$ cat src/inc/sram_host_pkg.sv
/*
  constants, types and timing counts shared by the host controller for a
  128K x 8 battery-backed asynchronous static memory.
  assumes a single 100 MHz system clock; times are kept in their own units
  and turned into whole clock cycles here.
*/
package sram_host_pkg;

  // bus geometry: 17 address lines select one of 131,072 bytes
  localparam int ADDR_W = 17;
  localparam int DATA_W = 8;
  localparam int MEM_DEPTH = 131072;

  // system clock
  localparam int CLK_PERIOD_NS = 10;

  // device timing, ns (fastest speed grade)
  localparam int ADDRESS_TO_DATA_DELAY_NS = 100;
  localparam int SELECT_TO_DATA_DELAY_NS = 100;
  localparam int GATE_TO_DATA_DELAY_NS = 50;
  localparam int STROBE_TO_FLOAT_DELAY_NS = 35;
  localparam int DESELECT_FLOAT_DELAY_NS = 35;
  localparam int WRITE_PULSE_NS = 75;
  localparam int DATA_SETUP_NS = 40;
  localparam int STROBE_RECOVERY_GAP_NS = 20;

  // supply recovery interval, ms
  localparam int PROTECT_RECOVERY_MS = 125;

  // input synchroniser depth
  localparam int SYNC_STAGES = 2;

  // least time in ns to whole cycles, rounded up, never below one
  function automatic int cyc_min(input int t_ns);
    int c;
    c = (t_ns + CLK_PERIOD_NS - 1) / CLK_PERIOD_NS;
    return (c < 1) ? 1 : c;
  endfunction : cyc_min

  function automatic int max3(input int a, input int b, input int c);
    int m;
    m = (a > b) ? a : b;
    return (m > c) ? m : c;
  endfunction : max3

  // cycle counts derived from the times above
  localparam int RD_CYC = cyc_min(max3(ADDRESS_TO_DATA_DELAY_NS, SELECT_TO_DATA_DELAY_NS,
                                       GATE_TO_DATA_DELAY_NS));
  localparam int WP_CYC = cyc_min(max3(WRITE_PULSE_NS, DATA_SETUP_NS, 0));
  localparam int GAP_CYC = cyc_min(max3(STROBE_RECOVERY_GAP_NS, DESELECT_FLOAT_DELAY_NS,
                                        STROBE_TO_FLOAT_DELAY_NS));
  localparam int REC_CYC = PROTECT_RECOVERY_MS * (1000000 / CLK_PERIOD_NS);

  // small cycle counter
  localparam int CNT_W = 8;
  typedef logic [CNT_W-1:0] cnt_t;
  // one spare cycle, so the first sync flop never samples right at the access limit
  localparam cnt_t RD_LAST = cnt_t'(RD_CYC + SYNC_STAGES);
  localparam cnt_t WP_LAST = cnt_t'(WP_CYC - 1);
  localparam cnt_t GAP_LAST = cnt_t'(GAP_CYC - 1);

  typedef enum logic [2:0] {
    ST_IDLE    = 3'b000,
    ST_RD      = 3'b001,
    ST_WR_SET  = 3'b010,
    ST_WR_PULSE = 3'b011,
    ST_GAP     = 3'b100,
    ST_PROTECT = 3'b101
  } host_state_t;

endpackage : sram_host_pkg

$ cat src/verilog/pin_sync.sv
/*
  two-flop synchroniser for a group of pin inputs.
  assumes the inputs change slowly relative to the clock or are sampled only
  once stable; bits of a bus may land one cycle apart.
*/
`timescale 1ns/10ps
`default_nettype none

module pin_sync #(
  parameter int WIDTH = 1
) (
  input wire logic sys_clk_i,
  input wire logic rstn_i,
  input wire logic [WIDTH-1:0] d_i,
  output logic [WIDTH-1:0] q_o
);

  logic [WIDTH-1:0] meta_r;
  logic [WIDTH-1:0] q_r;

  // first stage feeds only the second stage
  always_ff @(posedge sys_clk_i or negedge rstn_i) begin
    if (!rstn_i) begin
      meta_r <= '0;
      q_r <= '0;
    end else begin
      meta_r <= d_i;
      q_r <= meta_r;
    end
  end

  assign q_o = q_r;

endmodule : pin_sync

`default_nettype wire

$ cat src/verilog/sram_host.sv
/*
  host controller that drives a 128K x 8 battery-backed asynchronous static
  memory over its address lines, data lines, select, write strobe and gate.
  assumes the memory pins are wired straight to the ports below, the data
  lines are resolved outside from data_oe_o, and a supply monitor gives a
  power-good level; requests come from logic on sys_clk_i.
*/
// Notes on behaviour
// - A write happens while strobe and select are both low, with address stable first.
// - The host holds all address lines unchanged while the write is active.
// - After a write the host keeps the strobe high for the recovery gap before a new cycle.
// - The host keeps the gate high during writes so nobody fights on the data lines.
`timescale 1ns/10ps
`default_nettype none

module sram_host
  import sram_host_pkg::*;
#(
  parameter int RECOVERY_CYCLES = REC_CYC
) (
  input wire logic sys_clk_i,
  input wire logic rstn_i,
  // user side
  input wire logic req_i,
  input wire logic write_i,
  input wire logic [ADDR_W-1:0] addr_i,
  input wire logic [DATA_W-1:0] wdata_i,
  output logic ready_o,
  output logic [DATA_W-1:0] rdata_o,
  output logic rvalid_o,
  output logic wdone_o,
  output logic protect_o,
  // memory pins
  input wire logic power_good_i,
  input wire logic [DATA_W-1:0] data_lines_i,
  output logic [DATA_W-1:0] data_lines_o,
  output logic data_oe_o,
  output logic [ADDR_W-1:0] addr_lines_o,
  output logic chip_select_n_o,
  output logic write_strobe_n_o,
  output logic output_gate_n_o
);

  localparam int REC_W = $clog2(RECOVERY_CYCLES + 1);
  localparam logic [REC_W-1:0] REC_LAST = REC_W'(RECOVERY_CYCLES - 1);

  logic [DATA_W-1:0] data_s;
  logic pg_s;

  // pins from outside the clock domain pass two flops first
  pin_sync #(.WIDTH(DATA_W)) u_data_sync (
    .sys_clk_i(sys_clk_i),
    .rstn_i(rstn_i),
    .d_i(data_lines_i),
    .q_o(data_s)
  );

  pin_sync #(.WIDTH(1)) u_pg_sync (
    .sys_clk_i(sys_clk_i),
    .rstn_i(rstn_i),
    .d_i(power_good_i),
    .q_o(pg_s)
  );

  host_state_t state_r, state_nxt;
  cnt_t cnt_r, cnt_nxt;
  logic [REC_W-1:0] rec_cnt_r, rec_cnt_nxt;
  logic [ADDR_W-1:0] addr_r, addr_nxt;
  logic [DATA_W-1:0] wdata_r, wdata_nxt;
  logic [DATA_W-1:0] rdata_r, rdata_nxt;
  logic data_oe_r, data_oe_nxt;
  logic cs_n_r, cs_n_nxt;
  logic we_n_r, we_n_nxt;
  logic oe_n_r, oe_n_nxt;
  logic ready_r, ready_nxt;
  logic rvalid_r, rvalid_nxt;
  logic wdone_r, wdone_nxt;
  logic protect_r, protect_nxt;

  // sequencer: one access at a time, every pin edge placed on a cycle boundary
  always_comb begin
    state_nxt = state_r;
    cnt_nxt = cnt_r;
    rec_cnt_nxt = rec_cnt_r;
    addr_nxt = addr_r;
    wdata_nxt = wdata_r;
    rdata_nxt = rdata_r;
    data_oe_nxt = data_oe_r;
    cs_n_nxt = cs_n_r;
    we_n_nxt = we_n_r;
    oe_n_nxt = oe_n_r;
    rvalid_nxt = 1'b0;
    wdone_nxt = 1'b0;
    if (!pg_s) begin
      // supply lost: drop any access at once, pins idle, recovery restarts
      state_nxt = ST_PROTECT;
      cnt_nxt = '0;
      rec_cnt_nxt = '0;
      data_oe_nxt = 1'b0;
      cs_n_nxt = 1'b1;
      we_n_nxt = 1'b1;
      oe_n_nxt = 1'b1;
    end else begin
      unique case (state_r)
        ST_IDLE: begin
          if (req_i && ready_r) begin
            addr_nxt = addr_i;
            cnt_nxt = '0;
            if (write_i) begin
              // address and data settle a cycle before the strobes fall
              wdata_nxt = wdata_i;
              data_oe_nxt = 1'b1;
              oe_n_nxt = 1'b1;
              state_nxt = ST_WR_SET;
            end else begin
              cs_n_nxt = 1'b0;
              oe_n_nxt = 1'b0;
              we_n_nxt = 1'b1;
              state_nxt = ST_RD;
            end
          end
        end
        ST_RD: begin
          // wait the slowest of the three access paths plus the synchroniser
          cnt_nxt = cnt_r + cnt_t'(1);
          if (cnt_r == RD_LAST) begin
            rdata_nxt = data_s;
            rvalid_nxt = 1'b1;
            cs_n_nxt = 1'b1;
            oe_n_nxt = 1'b1;
            cnt_nxt = '0;
            state_nxt = ST_GAP;
          end
        end
        ST_WR_SET: begin
          // both strobes fall together, so the write starts here
          cs_n_nxt = 1'b0;
          we_n_nxt = 1'b0;
          state_nxt = ST_WR_PULSE;
        end
        ST_WR_PULSE: begin
          cnt_nxt = cnt_r + cnt_t'(1);
          if (cnt_r == WP_LAST) begin
            // both rise together: the device captures data on this edge
            cs_n_nxt = 1'b1;
            we_n_nxt = 1'b1;
            wdone_nxt = 1'b1;
            cnt_nxt = '0;
            state_nxt = ST_GAP;
          end
        end
        ST_GAP: begin
          // data held one cycle past the rising strobe, then released
          data_oe_nxt = 1'b0;
          cnt_nxt = cnt_r + cnt_t'(1);
          if (cnt_r == GAP_LAST) begin
            cnt_nxt = '0;
            state_nxt = ST_IDLE;
          end
        end
        ST_PROTECT: begin
          // writes stay blocked until the full recovery interval has run
          rec_cnt_nxt = rec_cnt_r + REC_W'(1);
          if (rec_cnt_r == REC_LAST) begin
            rec_cnt_nxt = '0;
            state_nxt = ST_IDLE;
          end
        end
        default: begin
          state_nxt = ST_PROTECT;
          cs_n_nxt = 1'b1;
          we_n_nxt = 1'b1;
          oe_n_nxt = 1'b1;
          data_oe_nxt = 1'b0;
        end
      endcase
    end
    ready_nxt = (state_nxt == ST_IDLE);
    protect_nxt = (state_nxt == ST_PROTECT);
  end

  // reset starts protected, since supply history is unknown
  always_ff @(posedge sys_clk_i or negedge rstn_i) begin
    if (!rstn_i) begin
      state_r <= ST_PROTECT;
      cnt_r <= '0;
      rec_cnt_r <= '0;
      addr_r <= '0;
      wdata_r <= '0;
      rdata_r <= '0;
      data_oe_r <= 1'b0;
      cs_n_r <= 1'b1;
      we_n_r <= 1'b1;
      oe_n_r <= 1'b1;
      ready_r <= 1'b0;
      rvalid_r <= 1'b0;
      wdone_r <= 1'b0;
      protect_r <= 1'b1;
    end else begin
      state_r <= state_nxt;
      cnt_r <= cnt_nxt;
      rec_cnt_r <= rec_cnt_nxt;
      addr_r <= addr_nxt;
      wdata_r <= wdata_nxt;
      rdata_r <= rdata_nxt;
      data_oe_r <= data_oe_nxt;
      cs_n_r <= cs_n_nxt;
      we_n_r <= we_n_nxt;
      oe_n_r <= oe_n_nxt;
      ready_r <= ready_nxt;
      rvalid_r <= rvalid_nxt;
      wdone_r <= wdone_nxt;
      protect_r <= protect_nxt;
    end
  end

  // every output straight from a flop
  assign ready_o = ready_r;
  assign rdata_o = rdata_r;
  assign rvalid_o = rvalid_r;
  assign wdone_o = wdone_r;
  assign protect_o = protect_r;
  assign data_lines_o = wdata_r;
  assign data_oe_o = data_oe_r;
  assign addr_lines_o = addr_r;
  assign chip_select_n_o = cs_n_r;
  assign write_strobe_n_o = we_n_r;
  assign output_gate_n_o = oe_n_r;
endmodule : sram_host

`default_nettype wire

$ cat config.mk
export PLATFORM = sky130hd
export DESIGN_NAME = sram_host
export DESIGN_NICKNAME = d
export VERILOG_FILES = /design/src/inc/sram_host_pkg.sv /design/src/verilog/pin_sync.sv /design/src/verilog/sram_host.sv
export SDC_FILE = /design/constraint.sdc
export NUM_CORES = 1
export LEC_CHECK = 0
export ABC_AREA = 1
export BUFFER_PORTS_ARGS = -buffer_cell sky130_fd_sc_hd__buf_2
export CAP_MARGIN = 20
export CORE_ASPECT_RATIO = 1.75
export CORE_UTILIZATION = 56
export CTS_CLUSTER_DIAMETER = 40
export DETAILED_ROUTE_END_ITERATION = 10
export GPL_ROUTABILITY_DRIVEN = 0
export GPL_TIMING_DRIVEN = 1
export PLACE_DENSITY_LB_ADDON = 0.3
export SYNTH_ARGS = -nofsm -noshare
export SYNTH_HDL_FRONTEND = slang
export SYNTH_SLANG_ARGS = --single-unit
$ cat constraint.sdc
create_clock -name sys_clk_i -period 1.9 [get_ports sys_clk_i]
set_input_delay 0.19 -clock sys_clk_i [delete_from_list [all_inputs] [get_ports sys_clk_i]]
set_output_delay 0.19 -clock sys_clk_i [all_outputs]
set_load 0.03 [all_outputs]
# == After elaboration in Yosys (flattened, before gate mapping) ==
# Index checks and enable logic that the tools add are counted.
# word_totals
in_bits,38
elab_cells,97
out_inout_bits,41
reg_bits,94
# classes
muxes,41
n_eq_ne,21
n_reduce_logical,15
addsub,2
# ops
op,count
2-to-1 mux 24 bit,3
2-to-1 mux 8 bit,5
case mux 8 bit (4 select lines),1
adder 24 x 1 -> 24 bit (second input constant),1
equality test 24 bit (second input constant),1
2-to-1 mux 1 bit,20
2-to-1 mux 3 bit,6
case mux 3 bit (6 select lines),1
!= test 3 bit (second input constant),5
AND reduction 3 bit,4
!= test 2 bit (second input constant),5
equality test 3 bit (second input constant),3
adder 8 x 1 -> 8 bit (second input constant),1
equality test 8 x 2 -> 1 bit (second input constant),1
equality test 8 x 3 -> 1 bit (second input constant),1
equality test 8 x 4 -> 1 bit (second input constant),1
AND reduction 4 bit,2
OR reduction 4 bit,2
equality test 3 x 2 -> 1 bit (second input constant),2
zero test 3 bit,2
!= test 5 bit (second input constant),1
case mux 1 bit (5 select lines),1
AND reduction 5 bit,1
case mux 1 bit (4 select lines),1
8 further kinds,8

# == Depth between registers and ports, before layout ==
# Gate-level depths: netlist (run 1).
# depth
ltp_word,5
depth_mapped,10
ltp_nobuf,9

# == Cells and area by module ==
# A second synthesis (run 1) with hierarchy kept.
# hier_totals
hier_cells,533
area_unflattened_um2,4471.8
# modules_own_cells
mod,area_per_inst_um2,cells_per_inst,n_inst,seq_area_each_um2
sram_host,4021.4,515,1,1909.3
pin_sync (u_data_sync),400.4,16,1,400.4
pin_sync (u_pg_sync),50.0,2,1,50.0

# == Least setup slack after synthesis (run 1) ==
# No wires, ideal clock.
# synth_path
path_type,register to register
from,register rec_cnt_r[0]
to,register rec_cnt_r[11]
synth_period_minus_slack_ps,1492
setup_time_ps,122
t_arrival_ps,1370
path_buffers,1
required_ps,1778
path_slack_ps,408
path_stages_with_launch,10
path_cell_list,dfrtp_1 ha_1 nand3_1 nor2_1 nand2_1 nor2_2 nor2_4 nand2_4 buf_8 o21ai_2
# synth_via
elab_chain_len,4
elab_cells_between_ends,5
cone_classes,add/sub: 1; eq/ne: 1; mux: 3
# synth_rtl
item,line,rtl
from (decl),sram_host.sv:67,"logic [REC_W-1:0] rec_cnt_r, rec_cnt_nxt;"
from (signal assigned),sram_host.sv:202,rec_cnt_r <= rec_cnt_nxt;
adder 24 x 1 -> 24 bit / equality test 24 bit (equally long branches),"sram_host.sv:163, sram_host.sv:164",
2-to-1 mux 24 bit *,sram_host.sv:164,if (rec_cnt_r == REC_LAST) begin
2-to-1 mux 24 bit *,sram_host.sv:104,unique case (state_r)
2-to-1 mux 24 bit *,sram_host.sv:94,if (!pg_s) begin
# Every way passes the cells marked *; elsewhere a longest branch is shown, timed or not. The select of a mux whose other input is x is not followed.
# A chain may end at the register's enable or synchronous reset.

# == Worst setup path after layout (run 1) ==
# layout_path
from,register rec_cnt_r[0]
to,register rec_cnt_r[8]
# Same word-level chain as after synthesis.

==> load_flow_metrics.sql, run 1 <==
INSERT INTO impl_metrics (metric_group, metric, value, unit) VALUES
('status', 'status', 'complete, no violations', ''),
('setup_path', 'worst_setup_path_startpoint', 'rec_cnt_r[0]$_DFFE_PN0P_', ''),
('flow_run', 'drv_cap', '0', ''),
('logic_synthesis', 'synthFlopType', 'sky130_fd_sc_hd__dfrtp_1', ''),
('logic_synthesis', 'synthDistinctLibCells', '34', ''),
('global_route', 'largest_net_degree_at_the_start_of_global_routing', '44', ''),
('placed_design', 'port-buffer-count', '78', ''),
('global_route', 'grt_use_met3', '4.05', '%'),
('routing', 'drcViolationCount', '0', ''),
('global_route', 'use_met2', '47.4', '%'),
('global_route', 'global_route_usage_over_all_layers', '26.0', '%'),
('placed_design', 'dp_hpwl', '7370', 'µm'),
('cells_and_area', 'areaGrowthSynthToFinish', '19.5', '%'),
('sta', 'slew-limit-headroom', '67.6', '%'),
('hold_path', 'source_of_the_worst_hold_timing_path', 'addr_i[13]', ''),
('power_and_ir_drop', 'power.density', '737', 'nW/µm²'),
('cells_and_area', 'stdcell_count', '756', ''),
('hold_path', 'min-delay-path-class', 'in2reg', ''),
('placed_design', 'dp.cells', '730', ''),
('logic_synthesis', 'netlist_instances', '567', ''),
('sta', 'finalMaxSlewViolations', '0', ''),
('logic_synthesis', 'synth-edff-count', '0', ''),
('routing', 'finalWirelength', '10400', 'µm'),
('logic_synthesis', 'netlist_area', '4600', 'µm²'),
('sta', 'setup_repair_after_global_routing_missed_its_margin', 'no', ''),
('setup_path', 'cp_max_fo', '16', ''),
('global_route', 'groute.layer.met1.usage', '29.0', '%'),
('logic_synthesis', 'postSynthAreaPerCell', '8.11', 'µm²'),
('setup_path', 'cp-end-kind', 'flip-flop', ''),
('logic_synthesis', 'asyncSetResetFlopFracSynth', '100', '%'),
('sta', 'worst_clock_skew', '8.83', 'ps'),
('clock_network', 'h-tree-depth', '3', ''),
('routing', 'detailroute.via_count', '4002', ''),
('clock_network', 'clock_edge_transition_at_the_registers_on_the_reported_setup_and_hold_paths', '70', 'ps'),
('sta', 'layout_min_cycle_time', '1790', 'ps'),
('floorplanning', 'design.die.area', '8600', 'µm²'),
('clock_network', 'cts_sinks', '94', ''),
('cells_and_area', 'drive_gt1_share', '22.7', '%'),
('global_route', 'wire_length_of_the_first_global_routing_pass', '17300', 'µm'),
('logic_synthesis', 'largest_family_of_logic_cells_by_synthesized_area', 'simple AND/OR/NAND/NOR gates', ''),
('sta', 'worst_pin_slew', '486', 'ps'),
('floorplanning', 'rows', '43', ''),
('setup_path', 'critPathRequiredTime', '2150', 'ps'),
('setup_path', 'slowest_stage', 'sky130_fd_sc_hd__dfrtp_1', ''),
('sta', 'final-hold-violation-count', '0', ''),
('setup_path', 'worst_path_largest_cell_delay', '430', 'ps'),
('setup_path', 'register_to_register_setup_slack', '110', 'ps'),
('logic_synthesis', 'synth_compound_gate_area_share', '4.60', '%'),
('logic_synthesis', 'seq_area_frac_synth', '51.3', '%'),
('logic_synthesis', 'share_of_cell_area_taken_by_muxes_after_synthesis', '0', '%'),
('global_route', 'first_global_vias', '3870', ''),
('cells_and_area', 'design_area', '5500', 'µm²'),
('sta', 'timing.hold.ws', '43.0', 'ps'),
('routing', 'ant_nets', '0', ''),
('logic_synthesis', 'number_of_synthesized_register_bits', '94', ''),
('routing', 'via_count_normalized_by_instance_count', '5.29', ''),
('floorplanning', 'die_h', '122', 'µm'),
('floorplanning', 'starting_density_of_the_core', '57.8', '%'),
('clock_network', 'cts_bufs_inserted', '9', ''),
('power_and_ir_drop', 'maximum_ir_drop_on_the_vdd_rail', '734', 'µV'),
('floorplanning', 'design.portCount', '79', ''),
('sta', 'setup_total_negative_slack', '0', 'ps'),
('cells_and_area', 'final_net_count', '702', ''),
('global_route', 'globalRoute.busiestLayer', 'met2', ''),
('logic_synthesis', 'post_synth_and_or_nand_nor_area_fraction', '34.7', '%'),
('setup_path', 'crit_path_cell_trace', 'ha_1, nand3_1, nor2_1, nand2_1, nor2_2, nor2_4, nand2_8, o21ai_0', ''),
('routing', 'detail_route.wl_per_cell', '13.8', 'µm'),
('routing', 'drt_first_iter_violations', '235', ''),
('clock_network', 'max-clock-path-buffers', '2', ''),
('logic_synthesis', 'ys_warn_count', '0', ''),
('setup_path', 'critPathArrivalTime', '2040', 'ps');
-- where the power goes --
part,leakage [µW],internal [µW],switching (µW)
logic,0.00154,64.1,94.9
clock network,0.000144,1040,809
registers,0.00125,2030,14.4
-- what timing repair did --
item,CTS,global route
hold buffers,10,0
endpoints found under the setup margin,0,2
resized for setup,0,2
setup buffers,0,0
endpoints found under the hold margin,40,0
-- registers in the layout, indices dropped and copies added, names as in the netlist, 3 cells and up --
signal,flops
rec_cnt_r,24
addr_lines_o,17
cnt_r,8
data_lines_o,8
rdata_o,8
u_data_sync.meta_r,8
u_data_sync.q_o,8
state_r,3
-- layout by cell type (no fill, tap or decap), types with 2 or more instances in the layout --
master,Yosys,layout
sky130_fd_sc_hd__inv_6,0,2
sky130_fd_sc_hd__xnor2_1,5,5
sky130_fd_sc_hd__nand3b_1,2,2
sky130_fd_sc_hd__clkbuf_16,0,9
sky130_fd_sc_hd__nand3_1,38,38
sky130_fd_sc_hd__o21ai_1,2,3
sky130_fd_sc_hd__clkinvlp_4,0,2
sky130_fd_sc_hd__nor3_4,2,2
sky130_fd_sc_hd__buf_2,4,77
sky130_fd_sc_hd__dfstp_2,6,6
sky130_fd_sc_hd__nand3_2,3,3
sky130_fd_sc_hd__nor2_2,7,7
sky130_fd_sc_hd__dlygate4sd3_1,0,10
sky130_fd_sc_hd__inv_1,32,32
sky130_fd_sc_hd__nand2_1,234,234
sky130_fd_sc_hd__o21ai_2,11,11
sky130_fd_sc_hd__nor2_1,53,53
sky130_fd_sc_hd__o21ai_0,14,13
sky130_fd_sc_hd__xor2_1,13,13
sky130_fd_sc_hd__inv_2,9,9
sky130_fd_sc_hd__nand4_1,14,14
sky130_fd_sc_hd__dfrtp_1,88,88
sky130_fd_sc_hd__nor2_4,4,4
sky130_fd_sc_hd__buf_4,3,5
sky130_fd_sc_hd__nand2_2,5,5
sky130_fd_sc_hd__clkinv_2,1,2
sky130_fd_sc_hd__ha_1,3,3
sky130_fd_sc_hd__nor3_1,2,2
sky130_fd_sc_hd__o211ai_1,2,2
-- cells in the mapped netlist, types with 4 or more instances --
| cell type | number |
|---|---|
| sky130_fd_sc_hd__nand2_1 | 234 |
| sky130_fd_sc_hd__nand3_1 | 38 |
| sky130_fd_sc_hd__inv_1 | 32 |
| sky130_fd_sc_hd__nor2_1 | 53 |
| sky130_fd_sc_hd__dfrtp_1 | 88 |
| sky130_fd_sc_hd__nor2_4 | 4 |
| sky130_fd_sc_hd__nand4_1 | 14 |
| sky130_fd_sc_hd__buf_2 | 4 |
| sky130_fd_sc_hd__o21ai_0 | 14 |
| sky130_fd_sc_hd__xnor2_1 | 5 |
| sky130_fd_sc_hd__dfstp_2 | 6 |
| sky130_fd_sc_hd__inv_2 | 9 |
| sky130_fd_sc_hd__xor2_1 | 13 |
| sky130_fd_sc_hd__nor2_2 | 7 |
| sky130_fd_sc_hd__nand2_2 | 5 |
| sky130_fd_sc_hd__o21ai_2 | 11 |
-- routing by layer --
layer	vias up	share of wire (%)
li1	1968	-
met1	1894	39
met2	113	54
met3	27	4.2
met4	0	3.2
met5	-	0
-- metrics by stage --
stage / util [%] / setup WS, ps / power [µW]
floorplan: - / 408 / 2130
global placement: 63.8 / 264 / 2220
detailed placement: 63.8 / 138 / 2230
CTS: 68.9 / 76.6 / 4070
global route: 69.0 / 25.0 / 4170
finish: 69.0 / 107 / 4050
-- cells by family (layout without fill, tap and decap cells) --
kind of cell / Yosys count / in the layout
buffers and inverters: 53 / 152
DFF: 94 / 94
xor gates and xnor gates: 18 / 18
AOI/OAI and AO/OA: 32 / 32
and+or+nand+nor: 367 / 367
adders and majority gates: 3 / 3
-- worst max-delay path, delay by kind of cell (launching register included) --
kind	cells	cell delay (ps)
AND/OR/NAND/NOR	6	770
AO/OA/AOI/OAI	1	220
adder cells (fa/ha/maj)	1	270
flip-flops	1	430
-- worst paths after layout --
check                                                     to  depth (start not counted)
min in group asynchronous        addr_lines_o[5]$_DFFE_PN0P_                          2
worst max register to register      rec_cnt_r[8]$_DFFE_PN0P_                          8
worst min register to register       u_pg_sync.q_o$_DFF_PN0_                          0
max in group asynchronous                protect_o$_DFF_PN1_                          3
worst max-delay path                rec_cnt_r[8]$_DFFE_PN0P_                          8
worst min-delay path            addr_lines_o[13]$_DFFE_PN0P_                          3
-- cell type report --
cell class | instances | area, µm²
Sequential cell | 94 | 2360
Tap cell | 90 | 113
Clock inverter | 7 | 78.8
Fill cell | 654 | 2470
Timing Repair Buffer | 93 | 543
Inverter | 43 | 165
Multi-Input combinational cell | 420 | 2010
Clock buffer | 9 | 225
(Power assumes the default switching activity.)
==> run 2: changes to the inputs <==
BUFFER_PORTS_ARGS = -buffer_cell sky130_fd_sc_hd__clkbuf_2   (was -buffer_cell sky130_fd_sc_hd__buf_2)
CTS_CLUSTER_SIZE = 16   (was default)
==> run 2 against run 1 <==
  * Sequential share of layout area increased by 0.14 points
  * Highest routed layer unchanged
  * Total power down 3.0%
  * Critical path depth unchanged
  * Die area unchanged
  * Worst hold slack lost 3.2 ps
  * Global-route usage up 0.42 points
  * Largest cell class unchanged
  * Non-clock buffer count shrank 1
  * Final area shrank 0.32%
  * Setup slack better by 110 ps
  * Combinational power hardly changed
  * Register-to-register slack better by 110 ps
==> load_flow_metrics.sql, run 2 (synthesized netlist as in run 1, its figures left out) <==
INSERT INTO impl_metrics (metric_group, metric, value, unit) VALUES
('hold_path', 'source_of_the_worst_hold_timing_path', 'addr_i[11]', ''),
('cells_and_area', 'final_net_count', '701', ''),
('global_route', 'largest_net_degree_at_the_start_of_global_routing', '63', ''),
('placed_design', 'dp_hpwl', '7270', 'µm'),
('sta', 'setup_repair_after_global_routing_missed_its_margin', 'no', ''),
('sta', 'finalMaxSlewViolations', '0', ''),
('flow_run', 'drv_cap', '0', ''),
('hold_path', 'min-delay-path-class', 'in2reg', ''),
('setup_path', 'worst_setup_path_startpoint', 'rec_cnt_r[0]$_DFFE_PN0P_', ''),
('setup_path', 'crit_end', 'rec_cnt_r[5]$_DFFE_PN0P_', ''),
('setup_path', 'cp-end-kind', 'flip-flop', ''),
('power_and_ir_drop', 'power.density', '717', 'nW/µm²'),
('clock_network', 'cts_sinks', '94', ''),
('floorplanning', 'core_area', '7960', 'µm²'),
('clock_network', 'clock_tree.root_cell', 'sky130_fd_sc_hd__clkbuf_16', ''),
('power_and_ir_drop', 'finalPower', '3930', 'µW'),
('power_and_ir_drop', 'maximum_ir_drop_on_the_vdd_rail', '736', 'µV'),
('placed_design', 'dp.cells', '729', ''),
('cells_and_area', 'drive_gt1_share', '22.6', '%'),
('floorplanning', 'rows', '43', ''),
('clock_network', 'cts_bufs_inserted', '9', ''),
('global_route', 'wire_length_of_the_first_global_routing_pass', '17600', 'µm'),
('routing', 'via_count_normalized_by_instance_count', '5.28', ''),
('routing', 'detailedRoute.firstPassIterationCount', '4', ''),
('cells_and_area', 'stdcell_count', '755', ''),
('routing', 'finalWirelength', '10300', 'µm'),
('setup_path', 'regToRegEndpoint', 'rec_cnt_r[5]$_DFFE_PN0P_', ''),
('setup_path', 'cp_max_fo', '16', ''),
('setup_path', 'worst_setup_path_start_kind', 'flip-flop', ''),
('routing', 'detail_route.wl_per_cell', '13.6', 'µm'),
('routing', 'detailroute.via_count', '3988', ''),
('status', 'status', 'complete, no violations', ''),
('sta', 'worst_clock_skew', '7.87', 'ps'),
('floorplanning', 'starting_density_of_the_core', '57.8', '%'),
('floorplanning', 'die_width', '70.5', 'µm'),
('routing', 'ant_nets', '0', ''),
('clock_network', 'cts_post_setup_buffers_inserted', '0', ''),
('routing', 'drt_first_iter_violations', '333', ''),
('cells_and_area', 'layout_commonest_cell', 'sky130_fd_sc_hd__nand2_1', ''),
('sta', 'timing.hold.ws', '39.9', 'ps'),
('floorplanning', 'design.portCount', '79', ''),
('sta', 'slew-limit-headroom', '73.9', '%'),
('clock_network', 'clock_insertion_delay_worst_skew', '340', 'ps'),
('sta', 'fmaxAchievable', '0.593', 'GHz'),
('sta', 'layout_min_cycle_time', '1690', 'ps'),
('cells_and_area', 'antenna_fix_cells', '0', ''),
('cells_and_area', 'final_cell_mix', '234 x sky130_fd_sc_hd__nand2_1, 88 x sky130_fd_sc_hd__dfrtp_1, 77 x sky130_fd_sc_hd__clkbuf_2', ''),
('cells_and_area', 'final_core_utilization', '68.8', '%'),
('sta', 'setup_viol', '0', ''),
('cells_and_area', 'areaGrowthSynthToFinish', '19.1', '%'),
('sta', 'final-hold-violation-count', '0', ''),
('sta', 'worst_pin_slew', '391', 'ps'),
('floorplanning', 'die_h', '122', 'µm'),
('floorplanning', 'design.die.area', '8600', 'µm²'),
('global_route', 'antenna_found_initial', '0', ''),
('setup_path', 'critPathArrivalTime', '1900', 'ps'),
('cells_and_area', 'largest_register_ff_count', '24', ''),
('global_route', 'global_route_usage_over_all_layers', '26.4', '%'),
('clock_network', 'tritoncts_clock_tree', 'built', ''),
('setup_path', 'rr_worst_depth', '8', ''),
('placed_design', 'port-buffer-count', '78', ''),
('setup_path', 'worst_r2r_startpoint', 'rec_cnt_r[0]$_DFFE_PN0P_', ''),
('setup_path', 'critPathRequiredTime', '2110', 'ps'),
('clock_network', 'clock_edge_transition_at_the_registers_on_the_reported_setup_and_hold_paths', '70', 'ps'),
('setup_path', 'register_to_register_setup_slack', '210', 'ps'),
('power_and_ir_drop', 'power_leakage', '0.00290', 'µW'),
('cells_and_area', 'fill_cells', '641', ''),
('routing', 'drcViolationCount', '0', ''),
('clock_network', 'h-tree-depth', '3', ''),
('clock_network', 'max-clock-path-buffers', '2', ''),
('cells_and_area', 'registers.top_by_ff_count', 'rec_cnt_r', ''),
('global_route', 'first_global_vias', '4041', ''),
('global_route', 'gr-total-overflow', '0', ''),
('setup_path', 'timing_worst_setup_path_type', 'reg2reg', ''),
('sta', 'post-route-period-util', '88.8', '%'),
('sta', 'setup_total_negative_slack', '0', 'ps');
## run 2: per-stage QoR
step / cell area (µm²) / setup WS [ps]
5_1_grt: 5480 / 19.1
4_1_cts: 5470 / 148
6_report: 5480 / 212
3_5_place_dp: 5080 / 204
3_3_place_gp: 5080 / 269
2_1_floorplan: 4600 / 408
## run 2: how the worst min path moves through the flow
stage	slack, ps	end	depth (start not counted)
after floorplan	-110	addr_lines_o[0]$_DFFE_PN0P_	0
after global placement	70	rec_cnt_r[7]$_DFFE_PN0P_	1
after detailed placement	70	rec_cnt_r[8]$_DFFE_PN0P_	1
after CTS	30	addr_lines_o[11]$_DFFE_PN0P_	3
after global routing	40	addr_lines_o[6]$_DFFE_PN0P_	3
final	40	addr_lines_o[11]$_DFFE_PN0P_	3
## run 2: power breakdown
part	internal [µW]	switching, µW	total (µW)
logic	63.3	93.4	157
registers	2030	14.2	2040
clock network	917	809	1730
## run 2: cell type report
class,instances,area [µm²],area share [%]
flip-flops and latches,94,2360,43.1
multi-input cells,420,2020,36.8
repair buffers,92,536,9.77
clock buffers,9,225,4.11
inverters,43,165,3.01
well taps,90,113,2.06
clock inverters,7,63.8,1.16
## run 2: worst max-delay path: stages (launching register included)
cell	delay [ps]
sky130_fd_sc_hd__dfrtp_1	420
sky130_fd_sc_hd__ha_1	240
sky130_fd_sc_hd__nand3_1	140
sky130_fd_sc_hd__nor2_1	130
sky130_fd_sc_hd__nand2_1	100
sky130_fd_sc_hd__nor2_2	140
sky130_fd_sc_hd__nor2_4	70
sky130_fd_sc_hd__nand2_4	200
sky130_fd_sc_hd__o21ai_0	120
## run 2: per-layer routing
metal / wire (µm) / part of all wire, % / global-route usage, %
met5: 0 / 0 / 0
met4: 484 / 4.7 / 17.5
met3: 463 / 4.5 / 3.80
met2: 5450 / 53 / 47.9
met1: 3870 / 38 / 28.3
## run 2: what timing repair did
action                     CTS  global route
resized for setup            0             2
hold buffers                10             0
hold endpoints to repair    24             0
setup endpoints to repair    0             2
==> run 3: changes to the inputs <==
--- a/config.mk
+++ b/config.mk
@@ -12,5 +12,5 @@
 export CORE_UTILIZATION = 56
 export CTS_CLUSTER_DIAMETER = 40
-export CTS_CLUSTER_SIZE = 16
+export CTS_CLUSTER_SIZE = 14
 export DETAILED_ROUTE_END_ITERATION = 10
 export GPL_ROUTABILITY_DRIVEN = 0
==> constraint.sdc (replaced) <==
create_clock -name sys_clk_i -period 1.9 [get_ports sys_clk_i]
set_input_delay 0.095 -clock sys_clk_i [delete_from_list [all_inputs] [get_ports sys_clk_i]]
set_output_delay 0.095 -clock sys_clk_i [all_outputs]
set_load 0.03 [all_outputs]
==> run 3 against run 2 <==
  * Register-to-register slack got worse by 40 ps
  * Core utilization rose by 3.1 points
  * Count of clock-buffer cells in the layout did not move
  * Sequential share of layout area fell by 1.8 points
==> load_flow_metrics.sql, run 3 (synthesized netlist as in run 1, its figures left out) <==
INSERT INTO impl_metrics (metric_group, metric, value, unit) VALUES
('cells_and_area', 'registers.top_by_ff_count', 'rec_cnt_r', ''),
('cells_and_area', 'areaGrowthSynthToFinish', '24.4', '%'),
('global_route', 'first_global_vias', '4259', ''),
('routing', 'ant_nets', '0', ''),
('sta', 'slew-limit-headroom', '71.3', '%'),
('floorplanning', 'die_h', '122', 'µm'),
('cells_and_area', 'sequential_cell_area', '2360', 'µm²'),
('global_route', 'antenna_found_initial', '0', ''),
('status', 'status', 'complete, no violations', ''),
('cells_and_area', 'layout_commonest_cell', 'sky130_fd_sc_hd__nand2_1', ''),
('placed_design', 'dp_area', '5080', 'µm²'),
('sta', 'post-route-period-util', '90.9', '%'),
('sta', 'final-hold-violation-count', '0', ''),
('cells_and_area', 'largest_register_ff_count', '24', ''),
('floorplanning', 'design.portCount', '79', ''),
('clock_network', 'cts_bufs_inserted', '9', ''),
('flow_run', 'drv_cap', '0', ''),
('setup_path', 'worst_setup_path_start_kind', 'flip-flop', ''),
('floorplanning', 'die_width', '70.5', 'µm'),
('sta', 'worst_pin_slew', '431', 'ps'),
('cells_and_area', 'stdcell_count', '780', ''),
('cells_and_area', 'final_net_count', '726', ''),
('placed_design', 'dp.cells', '729', ''),
('setup_path', 'timing_worst_setup_path_type', 'reg2reg', ''),
('global_route', 'gr-total-overflow', '0', ''),
('floorplanning', 'starting_density_of_the_core', '57.8', '%'),
('global_route', 'global_route_usage_over_all_layers', '28.6', '%'),
('global_route', 'wire_length_of_the_first_global_routing_pass', '18800', 'µm'),
('sta', 'setup_total_negative_slack', '0', 'ps'),
('setup_path', 'critPathArrivalTime', '1980', 'ps'),
('routing', 'drt_first_iter_violations', '369', ''),
('power_and_ir_drop', 'maximum_ir_drop_on_the_vdd_rail', '581', 'µV'),
('sta', 'worst_clock_skew', '6.04', 'ps'),
('hold_path', 'min-delay-path-class', 'in2reg', ''),
('routing', 'finalWirelength', '11300', 'µm'),
('cells_and_area', 'design_area', '5720', 'µm²'),
('clock_network', 'tritoncts_clock_tree', 'built', ''),
('sta', 'fmaxAchievable', '0.579', 'GHz'),
('power_and_ir_drop', 'finalPower', '4010', 'µW'),
('cells_and_area', 'final_cell_mix', '234 x sky130_fd_sc_hd__nand2_1, 88 x sky130_fd_sc_hd__dfrtp_1, 77 x sky130_fd_sc_hd__clkbuf_2', ''),
('sta', 'setup_repair_after_global_routing_missed_its_margin', 'no', ''),
('clock_network', 'h-tree-depth', '3', ''),
('floorplanning', 'design.die.area', '8600', 'µm²'),
('sta', 'setup_viol', '0', ''),
('cells_and_area', 'antenna_fix_cells', '0', ''),
('power_and_ir_drop', 'power.density', '701', 'nW/µm²'),
('routing', 'drcViolationCount', '0', ''),
('placed_design', 'dp_hpwl', '7460', 'µm'),
('floorplanning', 'core_area', '7960', 'µm²'),
('sta', 'layout_min_cycle_time', '1730', 'ps'),
('clock_network', 'max-clock-path-buffers', '2', ''),
('cells_and_area', 'multi_input_comb_area', '2010', 'µm²'),
('global_route', 'largest_net_degree_at_the_start_of_global_routing', '44', ''),
('placed_design', 'port-buffer-count', '78', ''),
('routing', 'detailroute.via_count', '4200', ''),
('cells_and_area', 'final_core_utilization', '71.9', '%'),
('routing', 'detailedRoute.firstPassIterationCount', '4', ''),
('clock_network', 'clock_tree.root_cell', 'sky130_fd_sc_hd__clkbuf_16', ''),
('clock_network', 'clock_edge_transition_at_the_registers_on_the_reported_setup_and_hold_paths', '70', 'ps'),
('sta', 'finalMaxSlewViolations', '0', ''),
('clock_network', 'clock_insertion_delay_worst_skew', '350', 'ps'),
('floorplanning', 'rows', '43', ''),
('cells_and_area', 'fill_cells', '576', ''),
('routing', 'detail_route.wl_per_cell', '14.5', 'µm'),
('routing', 'via_count_normalized_by_instance_count', '5.38', ''),
('setup_path', 'cp-end-kind', 'flip-flop', ''),
('setup_path', 'critPathRequiredTime', '2160', 'ps'),
('cells_and_area', 'drive_gt1_share', '21.7', '%'),
('clock_network', 'cts_sinks', '94', ''),
('setup_path', 'cp_max_fo', '16', ''),
('power_and_ir_drop', 'power_leakage', '0.00300', 'µW');
[run 3: worst paths after layout]
kind,startpoint,endpoint,slack [ps],cells past startpoint
setup / recovery,rec_cnt_r[0]$_DFFE_PN0P_,rec_cnt_r[4]$_DFFE_PN0P_,170,8
hold / removal,write_i,data_lines_o[5]$_DFFE_PN0P_,190,5
setup reg to reg,rec_cnt_r[0]$_DFFE_PN0P_,rec_cnt_r[4]$_DFFE_PN0P_,170,8
hold reg to reg,u_data_sync.meta_r[2]$_DFF_PN0_,u_data_sync.q_o[2]$_DFF_PN0_,350,0
max in group asynchronous,rstn_i,addr_lines_o[12]$_DFFE_PN0P_,1020,3
min in group asynchronous,rstn_i,cnt_r[7]$_DFFE_PN0P_,230,2
[run 3: timing repair]
action / 4_1_cts / 5_1_grt
hold buffers: 35 / 0
setup buffers: 0 / 0
gates resized for setup: 0 / 2
endpoints found under the setup margin: 0 / 4
endpoints found under the hold margin: 60 / 0
[run 3: layout make-up]
class / instances / share of cell area, %
clock buffer: 9 / 3.94
clock inverter: 7 / 1.09
inverter: 43 / 2.89
multi-input combinational: 420 / 35.2
sequential: 94 / 41.2
tap: 90 / 1.97
timing repair buffer: 117 / 13.7
[run 3: critical path, stage by stage (launching register included)]
cell,delay [ps]
sky130_fd_sc_hd__dfrtp_1,430
sky130_fd_sc_hd__ha_1,260
sky130_fd_sc_hd__nand3_1,130
sky130_fd_sc_hd__nor2_1,60
sky130_fd_sc_hd__nand2_1,140
sky130_fd_sc_hd__nor2_2,70
sky130_fd_sc_hd__nor2_4,180
sky130_fd_sc_hd__nand2_8,150
sky130_fd_sc_hd__o21ai_0,200
[run 3: metrics by stage]
stage,setup slack (ps),hold WS [ps]
2_1_floorplan,408,-201
3_3_place_gp,274,56.3
3_5_place_dp,183,57.7
4_1_cts,151,177
5_1_grt,24.1,188
6_report,174,188
[run 3: layer usage]
metal / up-vias / share of wire [%] / track usage [%]
met5: - / 0 / 0
li1: 2027 / - / -
met4: 0 / 5.0 / 17.2
met1: 1982 / 38 / 30.3
met3: 49 / 4.2 / 5.29
met2: 142 / 53 / 52.2
[run 3: power by group]
group	switching, µW	leakage (µW)	internal (µW)
clock	845	0.000139	918
combinational	108	0.00161	97.8
sequential	14.3	0.00125	2030
total	967	0.00300	3050
